===== src/sbm_pkg.sv =====
/*
 package for the split data bus mode select block: widths, strap encoding,
 chip-select port size codes, lane masks, memory reach and the pin owner states.
 assumes it is compiled before every other file of the block.
*/
package sbm_pkg;

   // ==========================================================================
   // widths
   localparam int DATA_W = 32;
   localparam int ADDR_W = 24;
   localparam int HALF_W = 16;

   // ==========================================================================
   // strap encoding, pin high selects the shared bus
   localparam logic MODE_SHARED = 1'b1;
   localparam logic MODE_SPLIT  = 1'b0;
   localparam logic MODE_RESET  = MODE_SHARED;

   // ==========================================================================
   // chip-select bus port sizes
   localparam logic [1:0] SIZE_32 = 2'h0;
   localparam logic [1:0] SIZE_8  = 2'h1;
   localparam logic [1:0] SIZE_16 = 2'h2;

   // ==========================================================================
   // data lane masks
   localparam logic [DATA_W-1:0] LANES_ALL   = 32'hffffffff;
   localparam logic [DATA_W-1:0] LANES_NONE  = 32'h00000000;
   localparam logic [DATA_W-1:0] LANES_UPPER = 32'hffff0000;
   localparam logic [DATA_W-1:0] LANES_LOWER = 32'h0000ffff;
   localparam logic [DATA_W-1:0] LANES_BYTE  = 32'h000000ff;

   // ==========================================================================
   // memory reach, identical in both modes
   localparam longint FLASH_MAX_BYTES = 64'h0000000001000000;
   localparam longint SDRAM_MAX_BYTES = 64'h0000000010000000;
   localparam int     CS_SPAN_W       = $clog2(FLASH_MAX_BYTES);
   localparam int     SD_SPAN_W       = $clog2(SDRAM_MAX_BYTES);
   localparam int     SD_CS_NUM       = 2;

   // ==========================================================================
   // pin owner, gray along idle->sdram and idle->chip-select bus
   typedef enum logic [1:0] {
      OWN_IDLE  = 2'h0,
      OWN_SDRAM = 2'h1,
      OWN_CSBUS = 2'h2
   } sbm_owner_type;

   // lanes an owner may use for the captured mode and port size
   function automatic logic [DATA_W-1:0] sbm_lane_mask(input logic          mode,
                                                       input sbm_owner_type own,
                                                       input logic [1:0]    size);
      logic [DATA_W-1:0] m;
      m = LANES_NONE;
      if (own == OWN_SDRAM) begin
         m = (mode == MODE_SHARED) ? LANES_ALL : LANES_UPPER;
      end else if (own == OWN_CSBUS) begin
         if (size == SIZE_8) begin
            m = LANES_BYTE;
         end else if (size == SIZE_32 && mode == MODE_SHARED) begin
            m = LANES_ALL;
         end else begin
            m = LANES_LOWER;
         end
      end
      return m;
   endfunction

endpackage


===== src/sbm_cap_if.sv =====
/*
 carrier between the pin steering logic and the sdram read capture.
 assumes both ends run on the same system clock.
*/
`timescale 1ns/1ps

interface sbm_cap_if;
   import sbm_pkg::*;
   logic              rd_en;
   logic              mode;
   logic [DATA_W-1:0] pins;
   logic [1:0]        strobes;
   logic [DATA_W-1:0] rdata;
   logic              rvalid;

   modport ctrl (output rd_en, output mode, output pins, output strobes,
                 input rdata, input rvalid);
   modport cap  (input rd_en, input mode, input pins, input strobes,
                 output rdata, output rvalid);
endinterface


===== src/sbm_read_capture.sv =====
/*
 sdram read capture: latches the data pins on a rising edge of either read strobe.
 assumes strobe inputs are synchronous to the system clock.
*/
`timescale 1ns/1ps

module sbm_read_capture
   import sbm_pkg::*;
(
   input  wire logic clk_sys_in,
   input  wire logic rst_n_in,
   sbm_cap_if.cap    cap
);

   // ==========================================================================
   // strobe edge
   logic [1:0]        stb_q;
   logic              rise;
   logic [DATA_W-1:0] rdata_q;
   logic              rvalid_q;

   always_ff @(posedge clk_sys_in or negedge rst_n_in) begin
      if (!rst_n_in) begin
         stb_q <= 2'h0;
      end else begin
         stb_q <= cap.strobes;
      end
   end

   // either lane strobe marks data valid; the looped strobe reaches both
   assign rise = |(cap.strobes & ~stb_q);

   // ==========================================================================
   // capture
   always_ff @(posedge clk_sys_in or negedge rst_n_in) begin
      if (!rst_n_in) begin
         rdata_q  <= LANES_NONE;
         rvalid_q <= 1'b0;
      end else begin
         rvalid_q <= rise && cap.rd_en;
         if (rise && cap.rd_en) begin
            rdata_q <= cap.pins & sbm_lane_mask(cap.mode, OWN_SDRAM, SIZE_32);
         end
      end
   end

   assign cap.rdata  = rdata_q;
   assign cap.rvalid = rvalid_q;

   // ==========================================================================
   // checks
   property p_strobe_capture;
      @(posedge clk_sys_in) disable iff (!rst_n_in)
      (rise && cap.rd_en) |=> rvalid_q ##1 (!rvalid_q || $past(rise && cap.rd_en));
   endproperty
   a_strobe_capture: assert property (p_strobe_capture)
      else $error("read strobe edge did not capture data");

   property p_no_capture_idle;
      @(posedge clk_sys_in) disable iff (!rst_n_in)
      !cap.rd_en |=> !rvalid_q;
   endproperty
   a_no_capture_idle: assert property (p_no_capture_idle)
      else $error("read data captured without an sdram read");

endmodule


===== src/sbm_bus_mux.sv =====
/*
 split data bus mode select: steers the shared 32-bit data and 24-bit address
 pins between the sdram controller and the chip-select bus.
 assumes both requesters hold their request level for the whole access and
 present pin values for their own access; pins are synchronous to clk_sys_in.
*/
`timescale 1ns/1ps

module sbm_bus_mux
   import sbm_pkg::*;
(
   input  wire logic                 clk_sys_in,
   input  wire logic                 rst_n_in,
   input  wire logic                 bus_mode_select_pin_in,
   // sdram controller side
   input  wire logic                 sd_req_in,
   input  wire logic                 sd_we_in,
   input  wire logic [ADDR_W-1:0]    sd_addr_in,
   input  wire logic [DATA_W-1:0]    sd_wdata_in,
   input  wire logic [SD_CS_NUM-1:0] sd_cs_sel_in,
   input  wire logic                 sd_strobe_req_in,
   output logic                      sd_grant_out,
   output logic [DATA_W-1:0]         sd_rdata_out,
   output logic                      sd_rvalid_out,
   // chip-select bus side
   input  wire logic                 cs_req_in,
   input  wire logic                 cs_we_in,
   input  wire logic                 cs_boot_sel_in,
   input  wire logic [1:0]           cs_size_in,
   input  wire logic [ADDR_W-1:0]    cs_addr_in,
   input  wire logic [DATA_W-1:0]    cs_wdata_in,
   input  wire logic                 cs_rd_sample_in,
   output logic                      cs_grant_out,
   output logic [DATA_W-1:0]         cs_rdata_out,
   output logic                      cs_rvalid_out,
   output logic                      cs_size_err_out,
   // pins
   output logic [ADDR_W-1:0]         addr_pins_out,
   input  wire logic [DATA_W-1:0]    data_pins_in,
   output logic [DATA_W-1:0]         data_pins_out,
   output logic [DATA_W-1:0]         data_oe_n_out,
   output logic [SD_CS_NUM-1:0]      sd_cs_n_out,
   output logic                      boot_cs_n_out,
   input  wire logic [1:0]           read_strobe_inputs_in,
   output logic                      loopback_strobe_out,
   output logic                      mode_split_out
);

   // ==========================================================================
   // mode strap
   logic mode_q;
   logic lock_q;

   // strap is taken by the first clock after release, never by the reset itself
   always_ff @(posedge clk_sys_in or negedge rst_n_in) begin
      if (!rst_n_in) begin
         mode_q <= MODE_RESET;
         lock_q <= 1'b0;
      end else if (!lock_q) begin
         mode_q <= bus_mode_select_pin_in;
         lock_q <= 1'b1;
      end
   end
   // once locked nothing writes mode_q again

   always_ff @(posedge clk_sys_in or negedge rst_n_in) begin
      if (!rst_n_in) begin
         mode_split_out <= 1'b0;
      end else begin
         mode_split_out <= lock_q && (mode_q == MODE_SPLIT);
      end
   end

   // ==========================================================================
   // owner of the shared pins
   sbm_owner_type     owner_q;
   sbm_owner_type     owner_d;
   logic              last_sd_q;
   logic [DATA_W-1:0] mask_d;
   logic              we_d;

   // address pins are common, so even split mode runs one access at a time
   always_comb begin
      owner_d = owner_q;
      unique case (owner_q)
         OWN_IDLE: begin
            if (lock_q && sd_req_in && (!cs_req_in || !last_sd_q)) begin
               owner_d = OWN_SDRAM;
            end else if (lock_q && cs_req_in) begin
               owner_d = OWN_CSBUS;
            end
         end
         OWN_SDRAM: begin
            if (!sd_req_in) begin
               owner_d = OWN_IDLE;
            end
         end
         OWN_CSBUS: begin
            if (!cs_req_in) begin
               owner_d = OWN_IDLE;
            end
         end
         default: begin
            owner_d = OWN_IDLE;
         end
      endcase
   end

   always_ff @(posedge clk_sys_in or negedge rst_n_in) begin
      if (!rst_n_in) begin
         owner_q   <= OWN_IDLE;
         last_sd_q <= 1'b0;
      end else begin
         owner_q <= owner_d;
         if (owner_d == OWN_SDRAM) begin
            last_sd_q <= 1'b1;
         end else if (owner_d == OWN_CSBUS) begin
            last_sd_q <= 1'b0;
         end
      end
   end

   always_ff @(posedge clk_sys_in or negedge rst_n_in) begin
      if (!rst_n_in) begin
         sd_grant_out <= 1'b0;
         cs_grant_out <= 1'b0;
      end else begin
         sd_grant_out <= (owner_d == OWN_SDRAM);
         cs_grant_out <= (owner_d == OWN_CSBUS);
      end
   end

   // ==========================================================================
   // lane steering
   assign mask_d = sbm_lane_mask(mode_q, owner_d, cs_size_in);
   assign we_d   = (owner_d == OWN_SDRAM) ? sd_we_in : (owner_d == OWN_CSBUS) && cs_we_in;

   always_ff @(posedge clk_sys_in or negedge rst_n_in) begin
      if (!rst_n_in) begin
         data_oe_n_out <= LANES_ALL;
         data_pins_out <= LANES_NONE;
      end else begin
         data_oe_n_out <= ~(mask_d & {DATA_W{we_d}});
         if (owner_d == OWN_SDRAM) begin
            data_pins_out <= sd_wdata_in & mask_d;
         end else if (owner_d == OWN_CSBUS) begin
            data_pins_out <= cs_wdata_in & mask_d;
         end
      end
   end

   // a 32-bit port in split mode is undefined; it is flagged and run as 16-bit
   always_ff @(posedge clk_sys_in or negedge rst_n_in) begin
      if (!rst_n_in) begin
         cs_size_err_out <= 1'b0;
      end else begin
         cs_size_err_out <= (owner_d == OWN_CSBUS) && (mode_q == MODE_SPLIT) &&
                            (cs_size_in == SIZE_32);
      end
   end

   // ==========================================================================
   // address and selects, mode does not change the reach
   always_ff @(posedge clk_sys_in or negedge rst_n_in) begin
      if (!rst_n_in) begin
         addr_pins_out <= '0;
         sd_cs_n_out   <= '1;
         boot_cs_n_out <= 1'b1;
      end else begin
         if (owner_d == OWN_SDRAM) begin
            addr_pins_out <= sd_addr_in;
         end else if (owner_d == OWN_CSBUS) begin
            addr_pins_out <= cs_addr_in[CS_SPAN_W-1:0];
         end
         sd_cs_n_out   <= (owner_d == OWN_SDRAM) ? ~sd_cs_sel_in : '1;
         boot_cs_n_out <= !((owner_d == OWN_CSBUS) && cs_boot_sel_in);
      end
   end

   // ==========================================================================
   // read paths
   always_ff @(posedge clk_sys_in or negedge rst_n_in) begin
      if (!rst_n_in) begin
         cs_rdata_out  <= LANES_NONE;
         cs_rvalid_out <= 1'b0;
      end else begin
         cs_rvalid_out <= (owner_q == OWN_CSBUS) && !cs_we_in && cs_rd_sample_in;
         if ((owner_q == OWN_CSBUS) && !cs_we_in && cs_rd_sample_in) begin
            cs_rdata_out <= data_pins_in & sbm_lane_mask(mode_q, OWN_CSBUS, cs_size_in);
         end
      end
   end

   // single-rate parts give no strobe, so one is made here and looped back
   always_ff @(posedge clk_sys_in or negedge rst_n_in) begin
      if (!rst_n_in) begin
         loopback_strobe_out <= 1'b0;
      end else begin
         loopback_strobe_out <= (owner_q == OWN_SDRAM) && !sd_we_in && sd_strobe_req_in;
      end
   end

   sbm_cap_if cap_bus ();

   assign cap_bus.rd_en   = (owner_q == OWN_SDRAM) && !sd_we_in;
   assign cap_bus.mode    = mode_q;
   assign cap_bus.pins    = data_pins_in;
   assign cap_bus.strobes = read_strobe_inputs_in;

   sbm_read_capture u_capture (
      .clk_sys_in (clk_sys_in),
      .rst_n_in   (rst_n_in),
      .cap        (cap_bus.cap)
   );

   assign sd_rdata_out  = cap_bus.rdata;
   assign sd_rvalid_out = cap_bus.rvalid;

   // ==========================================================================
   // checks
   property p_mode_capture;
      @(posedge clk_sys_in) disable iff (!rst_n_in)
      $rose(lock_q) |-> mode_q == $past(bus_mode_select_pin_in);
   endproperty
   a_mode_capture: assert property (p_mode_capture)
      else $error("strap level not captured at reset release");

   property p_mode_hold;
      @(posedge clk_sys_in) disable iff (!rst_n_in)
      lock_q |=> $stable(mode_q) && lock_q;
   endproperty
   a_mode_hold: assert property (p_mode_hold)
      else $error("bus mode changed after capture");

   property p_shared_full;
      @(posedge clk_sys_in) disable iff (!rst_n_in)
      (lock_q && mode_q == MODE_SHARED && owner_d == OWN_SDRAM && sd_we_in)
         |=> data_oe_n_out == LANES_NONE && sd_grant_out;
   endproperty
   a_shared_full: assert property (p_shared_full)
      else $error("shared mode sdram write not on all lanes");

   property p_split_sd_lanes;
      @(posedge clk_sys_in) disable iff (!rst_n_in)
      (mode_q == MODE_SPLIT && sd_grant_out) |-> &data_oe_n_out[HALF_W-1:0];
   endproperty
   a_split_sd_lanes: assert property (p_split_sd_lanes)
      else $error("sdram drove lower lanes in split mode");

   property p_split_cs_lanes;
      @(posedge clk_sys_in) disable iff (!rst_n_in)
      (mode_q == MODE_SPLIT && cs_grant_out) |-> &data_oe_n_out[DATA_W-1:HALF_W];
   endproperty
   a_split_cs_lanes: assert property (p_split_cs_lanes)
      else $error("chip-select bus drove upper lanes in split mode");

   property p_shared_32;
      @(posedge clk_sys_in) disable iff (!rst_n_in)
      (mode_q == MODE_SHARED && owner_d == OWN_CSBUS && cs_we_in && cs_size_in == SIZE_32)
         |=> data_oe_n_out == LANES_NONE && !cs_size_err_out;
   endproperty
   a_shared_32: assert property (p_shared_32)
      else $error("32-bit port not driven in shared mode");

   property p_split_size_err;
      @(posedge clk_sys_in) disable iff (!rst_n_in)
      (mode_q == MODE_SPLIT && owner_d == OWN_CSBUS && cs_size_in == SIZE_32)
         |=> cs_size_err_out && &data_oe_n_out[DATA_W-1:HALF_W];
   endproperty
   a_split_size_err: assert property (p_split_size_err)
      else $error("32-bit port in split mode not flagged");

   property p_no_overlap;
      @(posedge clk_sys_in) disable iff (!rst_n_in)
      !(sd_grant_out && cs_grant_out) && !($fell(sd_grant_out) && cs_grant_out);
   endproperty
   a_no_overlap: assert property (p_no_overlap)
      else $error("sdram and chip-select accesses overlap");

   property p_addr_follow;
      @(posedge clk_sys_in) disable iff (!rst_n_in)
      (owner_d == OWN_CSBUS) |=> addr_pins_out == $past(cs_addr_in) && cs_grant_out;
   endproperty
   a_addr_follow: assert property (p_addr_follow)
      else $error("address pins do not follow the chip-select bus");

   property p_loopback;
      @(posedge clk_sys_in) disable iff (!rst_n_in)
      (owner_q == OWN_SDRAM && !sd_we_in && sd_strobe_req_in) |=> loopback_strobe_out;
   endproperty
   a_loopback: assert property (p_loopback)
      else $error("loopback strobe not generated");

   c_shared_sd_write: cover property (@(posedge clk_sys_in) disable iff (!rst_n_in)
      mode_q == MODE_SHARED && sd_grant_out && data_oe_n_out == LANES_NONE);
   c_split_cs_read: cover property (@(posedge clk_sys_in) disable iff (!rst_n_in)
      mode_q == MODE_SPLIT && cs_rvalid_out);
   c_size_err: cover property (@(posedge clk_sys_in) disable iff (!rst_n_in)
      cs_size_err_out);
   c_handover: cover property (@(posedge clk_sys_in) disable iff (!rst_n_in)
      $fell(sd_grant_out) ##[1:3] cs_grant_out);

endmodule


===== config.mk =====
export PLATFORM = sky130hd
export DESIGN_NAME = sbm_bus_mux
export DESIGN_NICKNAME = d
export VERILOG_FILES = /design/src/sbm_pkg.sv /design/src/sbm_cap_if.sv /design/src/sbm_read_capture.sv /design/src/sbm_bus_mux.sv
export SDC_FILE = /design/constraint.sdc
export NUM_CORES = 1
export LEC_CHECK = 0
export BUFFER_PORTS_ARGS = -buffer_cell sky130_fd_sc_hd__buf_2
export CAP_MARGIN = 20
export CORE_MARGIN = 5
export CORE_UTILIZATION = 30
export CTS_CLUSTER_DIAMETER = 30
export CTS_CLUSTER_SIZE = 14
export DETAILED_ROUTE_END_ITERATION = 10
export GPL_ROUTABILITY_DRIVEN = 0
export HOLD_SLACK_MARGIN = 0.05
export SYNTH_ARGS = -nofsm -noshare
export SYNTH_HDL_FRONTEND = slang
export SYNTH_SLANG_ARGS = --single-unit

===== constraint.sdc =====
create_clock -name clk_sys_in -period 2.25 [get_ports clk_sys_in]
set_input_delay 0.3375 -clock clk_sys_in [delete_from_list [all_inputs] [get_ports clk_sys_in]]
set_output_delay 0.3375 -clock clk_sys_in [all_outputs]
set_load 0.01 [all_outputs]

==> impl_metrics.csv <==
group,metric,value,unit
global_routing,grt_pass1_vias,4822,
pwr,p_comb_share,29.4,%
yosys,synth-main-ff-cell,"dfrtp_1",
yosys,async_reset_ff_share,100,%
yosys,synth-compound-area-share,9.97,%
route,routed_wirelength,17600,um
route,drtIter0Drc,143,
route,vias,4895,
clocking,clkTransAtPathRegs,0.06,ns
yosys,yosys.area.top_type,"dfrtp_1",
clocking,cts_buffers,17,
layout,final_util,43.9,%
placed_design,placed_cell_area,7860,sq um
clocking,worstSkewPairLatency,0.42,ns
timing,finalHoldViolations,0,
yosys,synth_xor_area_share,0,%
global_routing,grt_first_pass_wirelength,26300,um
pwr,p_clk_share,31.8,%
global_routing,gr-total-overflow,0,
pwr,power.share.sequential,38.8,%
timing,maxSlewViolCount,0,
yosys,yosys_warnings,0,
worst_hold_path,hold_class,"primary input to flop",
yosys,synth_top_family_by_area,"multiplexers",
route,via_per_inst,4.41,
die,fp-row-count,51,
placed_design,io_buffers,321,
die,die_h,152,um
clocking,clock_sinks,140,
worst_setup_path,start_kind,"flop",
route,drt_first_pass_iters,4,
timing,relSlewSlack,48.2,%
yosys,synth_edf_count,0,
yosys,syn_nets,687,
yosys,yosys.area_share.adder,0.624,%
yosys,synth.most_common_cell,"dfrtp_1",
die,ios,322,
clocking,h-tree-depth,4,
yosys,synthDominantCellAreaShare,55.4,%
timing,finalClockSkew,0.0102,ns
timing,tightestPinTransition,0.777,ns
die,dieArea,23000,sq um
global_routing,grt_max_degree,63,
yosys,synth_common_cells,"dfrtp_1 (133), nand2_1 (93), mux2i_1 (57), o21ai_0 (40), buf_4 (30)",
layout,drive_gt1_share,49.3,%
clocking,ctsLongestPathBuffers,2,
worst_setup_path,worstSetupPathType,"flop to flop",
worst_setup_path,path_max_fanout,31,
placed_design,place_hpwl,13400,um
yosys,synth-seq-area-share,58.4,%
worst_setup_path,cp-end-kind,"flop",
yosys,muxShareOfSynthArea,14.4,%
global_routing,grt_use_total,14.9,%
pwr,p_leak,4.54,nW
timing,final-setup-viol-count,0,
pwr,vdd_drop_max,0.000455,V
yosys,synthTopCellsByArea,"dfrtp_1 (55%), mux2i_1 (9.5%), nand2_1 (5.8%), mux2_2 (4.9%), buf_4 (3.7%)",
timing,min_period,2.11,ns
clocking,cts_tree,"built",
layout,final_cell_area,8590,sq um
outcome,status,"finished, final reports clean",
route,wl_per_cell,15.9,um
layout,nets,992,
pwr,power.density,1120,nW/um^2
yosys,synth_area,6010,sq um
die,core_region_area,19600,sq um
layout,area_growth_syn_to_layout,43.0,%
yosys,synthSimpleGateAreaFrac,9.51,%
pwr,switching_share,32.3,%
die,initial_core_util,30.7,%
die,die_w,152,um
global_routing,grt_antenna_before_repair,3,
run,cap_violations,0,
pwr,switchingPower,3.11,mW
yosys,synth_area_per_cell,11.5,sq um
timing,fmax,474,MHz
yosys,ys_types,32,
yosys,ys_seq_elements,140,
pwr,p_int,6.52,mW
route,ant_nets,0,
timing,final_min_period_over_clock_period,93.7,%
clocking,cts-root-buf,"clkbuf_16",
timing,grt_setup_unrepaired,"no",
worst_setup_path,crit_required,2.54,ns
route,route.detailed.drc,0,
yosys,syn_inst,524,
worst_setup_path,critPathArrivalTime,2.40,ns
## critical path: stages, from the launching register on
cell and delay (ns):
dfrtp_1 0.36, nand2b_1 0.11, a21oi_1 0.08, or3b_2 0.49, ha_4 0.18, buf_6 0.20
buf_4 0.21, nand2_1 0.06, nor2_1 0.03, a221o_1 0.27
## state kept, by name (all words and copies together) (netlist names)
register,flops
cs_rdata_out,32
data_pins_out,32
u_capture.cap.rdata,32
addr_pins_out,24
data_oe_n_out,3
owner_q,2
sd_cs_n_out,2
u_capture.stb_q,2
boot_cs_n_out,1
cap_bus.mode,1
cs_grant_out,1
cs_rvalid_out,1
cs_size_err_out,1
last_sd_q,1
lock_q,1
loopback_strobe_out,1
mode_split_out,1
sd_grant_out,1
u_capture.cap.rvalid,1
## per-layer routing
metal	wire (um)	global-route usage (%)	part of all wire, %
met2	8510	24.4	48
met4	409	5.17	2.3
met1	7180	18.6	41
met3	1510	4.88	8.5
met5	21	0	0.12
## final cells by class
| class | instances | area, sq um |
|---|---|---|
| multi-input cells | 304 | 2110 |
| repair buffers | 348 | 1930 |
| clock buffers | 18 | 429 |
| fillers | 1858 | 11000 |
| clock inverters | 14 | 209 |
| well taps | 265 | 332 |
| inverters | 18 | 67.6 |
| diodes | 2 | 5.00 |
| flip-flops and latches | 140 | 3510 |
## repair_timing
item,in CTS,in global routing
pin swaps,0,0
buffers inserted,1,0
hold buffers,6,0
hold endpoints to repair,46,0
endpoints found under the setup margin,24,12
resized for setup,1,5
## metrics by stage
step	hold WS [ns]	instances	TNS (ns)	worst slack, ns	power, mW
floorplan	0.0419	524	0	0.0458	5.22
global placement	0.327	1068	-1.53	-0.0904	6.60
detailed placement	0.321	1068	-2.75	-0.146	6.64
CTS	0.0908	1107	0	0.00766	9.77
global route	0.100	1108	0	0.00200	10.2
finish	0.117	1109	0	0.142	9.62
## path summary, 6_finish.rpt
path | to | from | cells after the start | slack [ns]
max | data_pins_out[25]$_DFFE_PN0P_ | last_sd_q$_DFFE_PN0P_ | 9 | 0.14
min | cs_size_err_out$_DFF_PN0_ | cs_size_in[1] | 2 | 0.12
max reg2reg | data_pins_out[25]$_DFFE_PN0P_ | last_sd_q$_DFFE_PN0P_ | 9 | 0.14
min reg2reg | data_pins_out[13]$_DFFE_PN0P_ | data_pins_out[13]$_DFFE_PN0P_ | 2 | 0.47
max in group asynchronous | data_oe_n_out[30]$_DFF_PN1_ | rst_n_in | 3 | 1.17
min in group asynchronous | u_capture.cap.rdata[24]$_DFFE_PN0P_ | rst_n_in | 2 | 0.42
## kinds of logic (layout without fill, tap and decap cells)
group,Yosys count,count (layout)
adder cells (fa/ha/maj),3,3
flip-flops,140,140
AO/OA/AOI/OAI,86,86
other,1,3
multiplexers,83,83
AND/OR/NAND/NOR,131,131
buffers and inverters,80,398
## placed cells by master, fill, tap and decap left out, types with 3 or more instances in the layout
cell type	count
inv_6	4
buf_12	6
buf_2	320
a22o_1	16
clkinvlp_4	3
dfstp_2	7
mux2i_1	57
buf_4	13
dfrtp_1	133
o31ai_1	8
nand2_1	93
a21oi_1	3
clkbuf_16	17
inv_1	18
dlygate4sd3_1	6
a221o_1	16
nor2_1	19
bufinv_16	4
o21ai_0	38
mux2_2	26
nor2b_1	3
## power groups by stage
| stage | Combinational (mW) | Clock [mW] | Sequential [mW] |
|---|---|---|---|
| floorplan | 1.09 | 0 | 4.13 |
| finish | 2.83 | 3.06 | 3.73 |
| global route | 3.13 | 3.26 | 3.84 |
| detailed placement | 2.88 | 0 | 3.76 |
| global placement | 2.83 | 0 | 3.76 |
| CTS | 2.88 | 3.15 | 3.74 |
(Power assumes the default switching activity.)
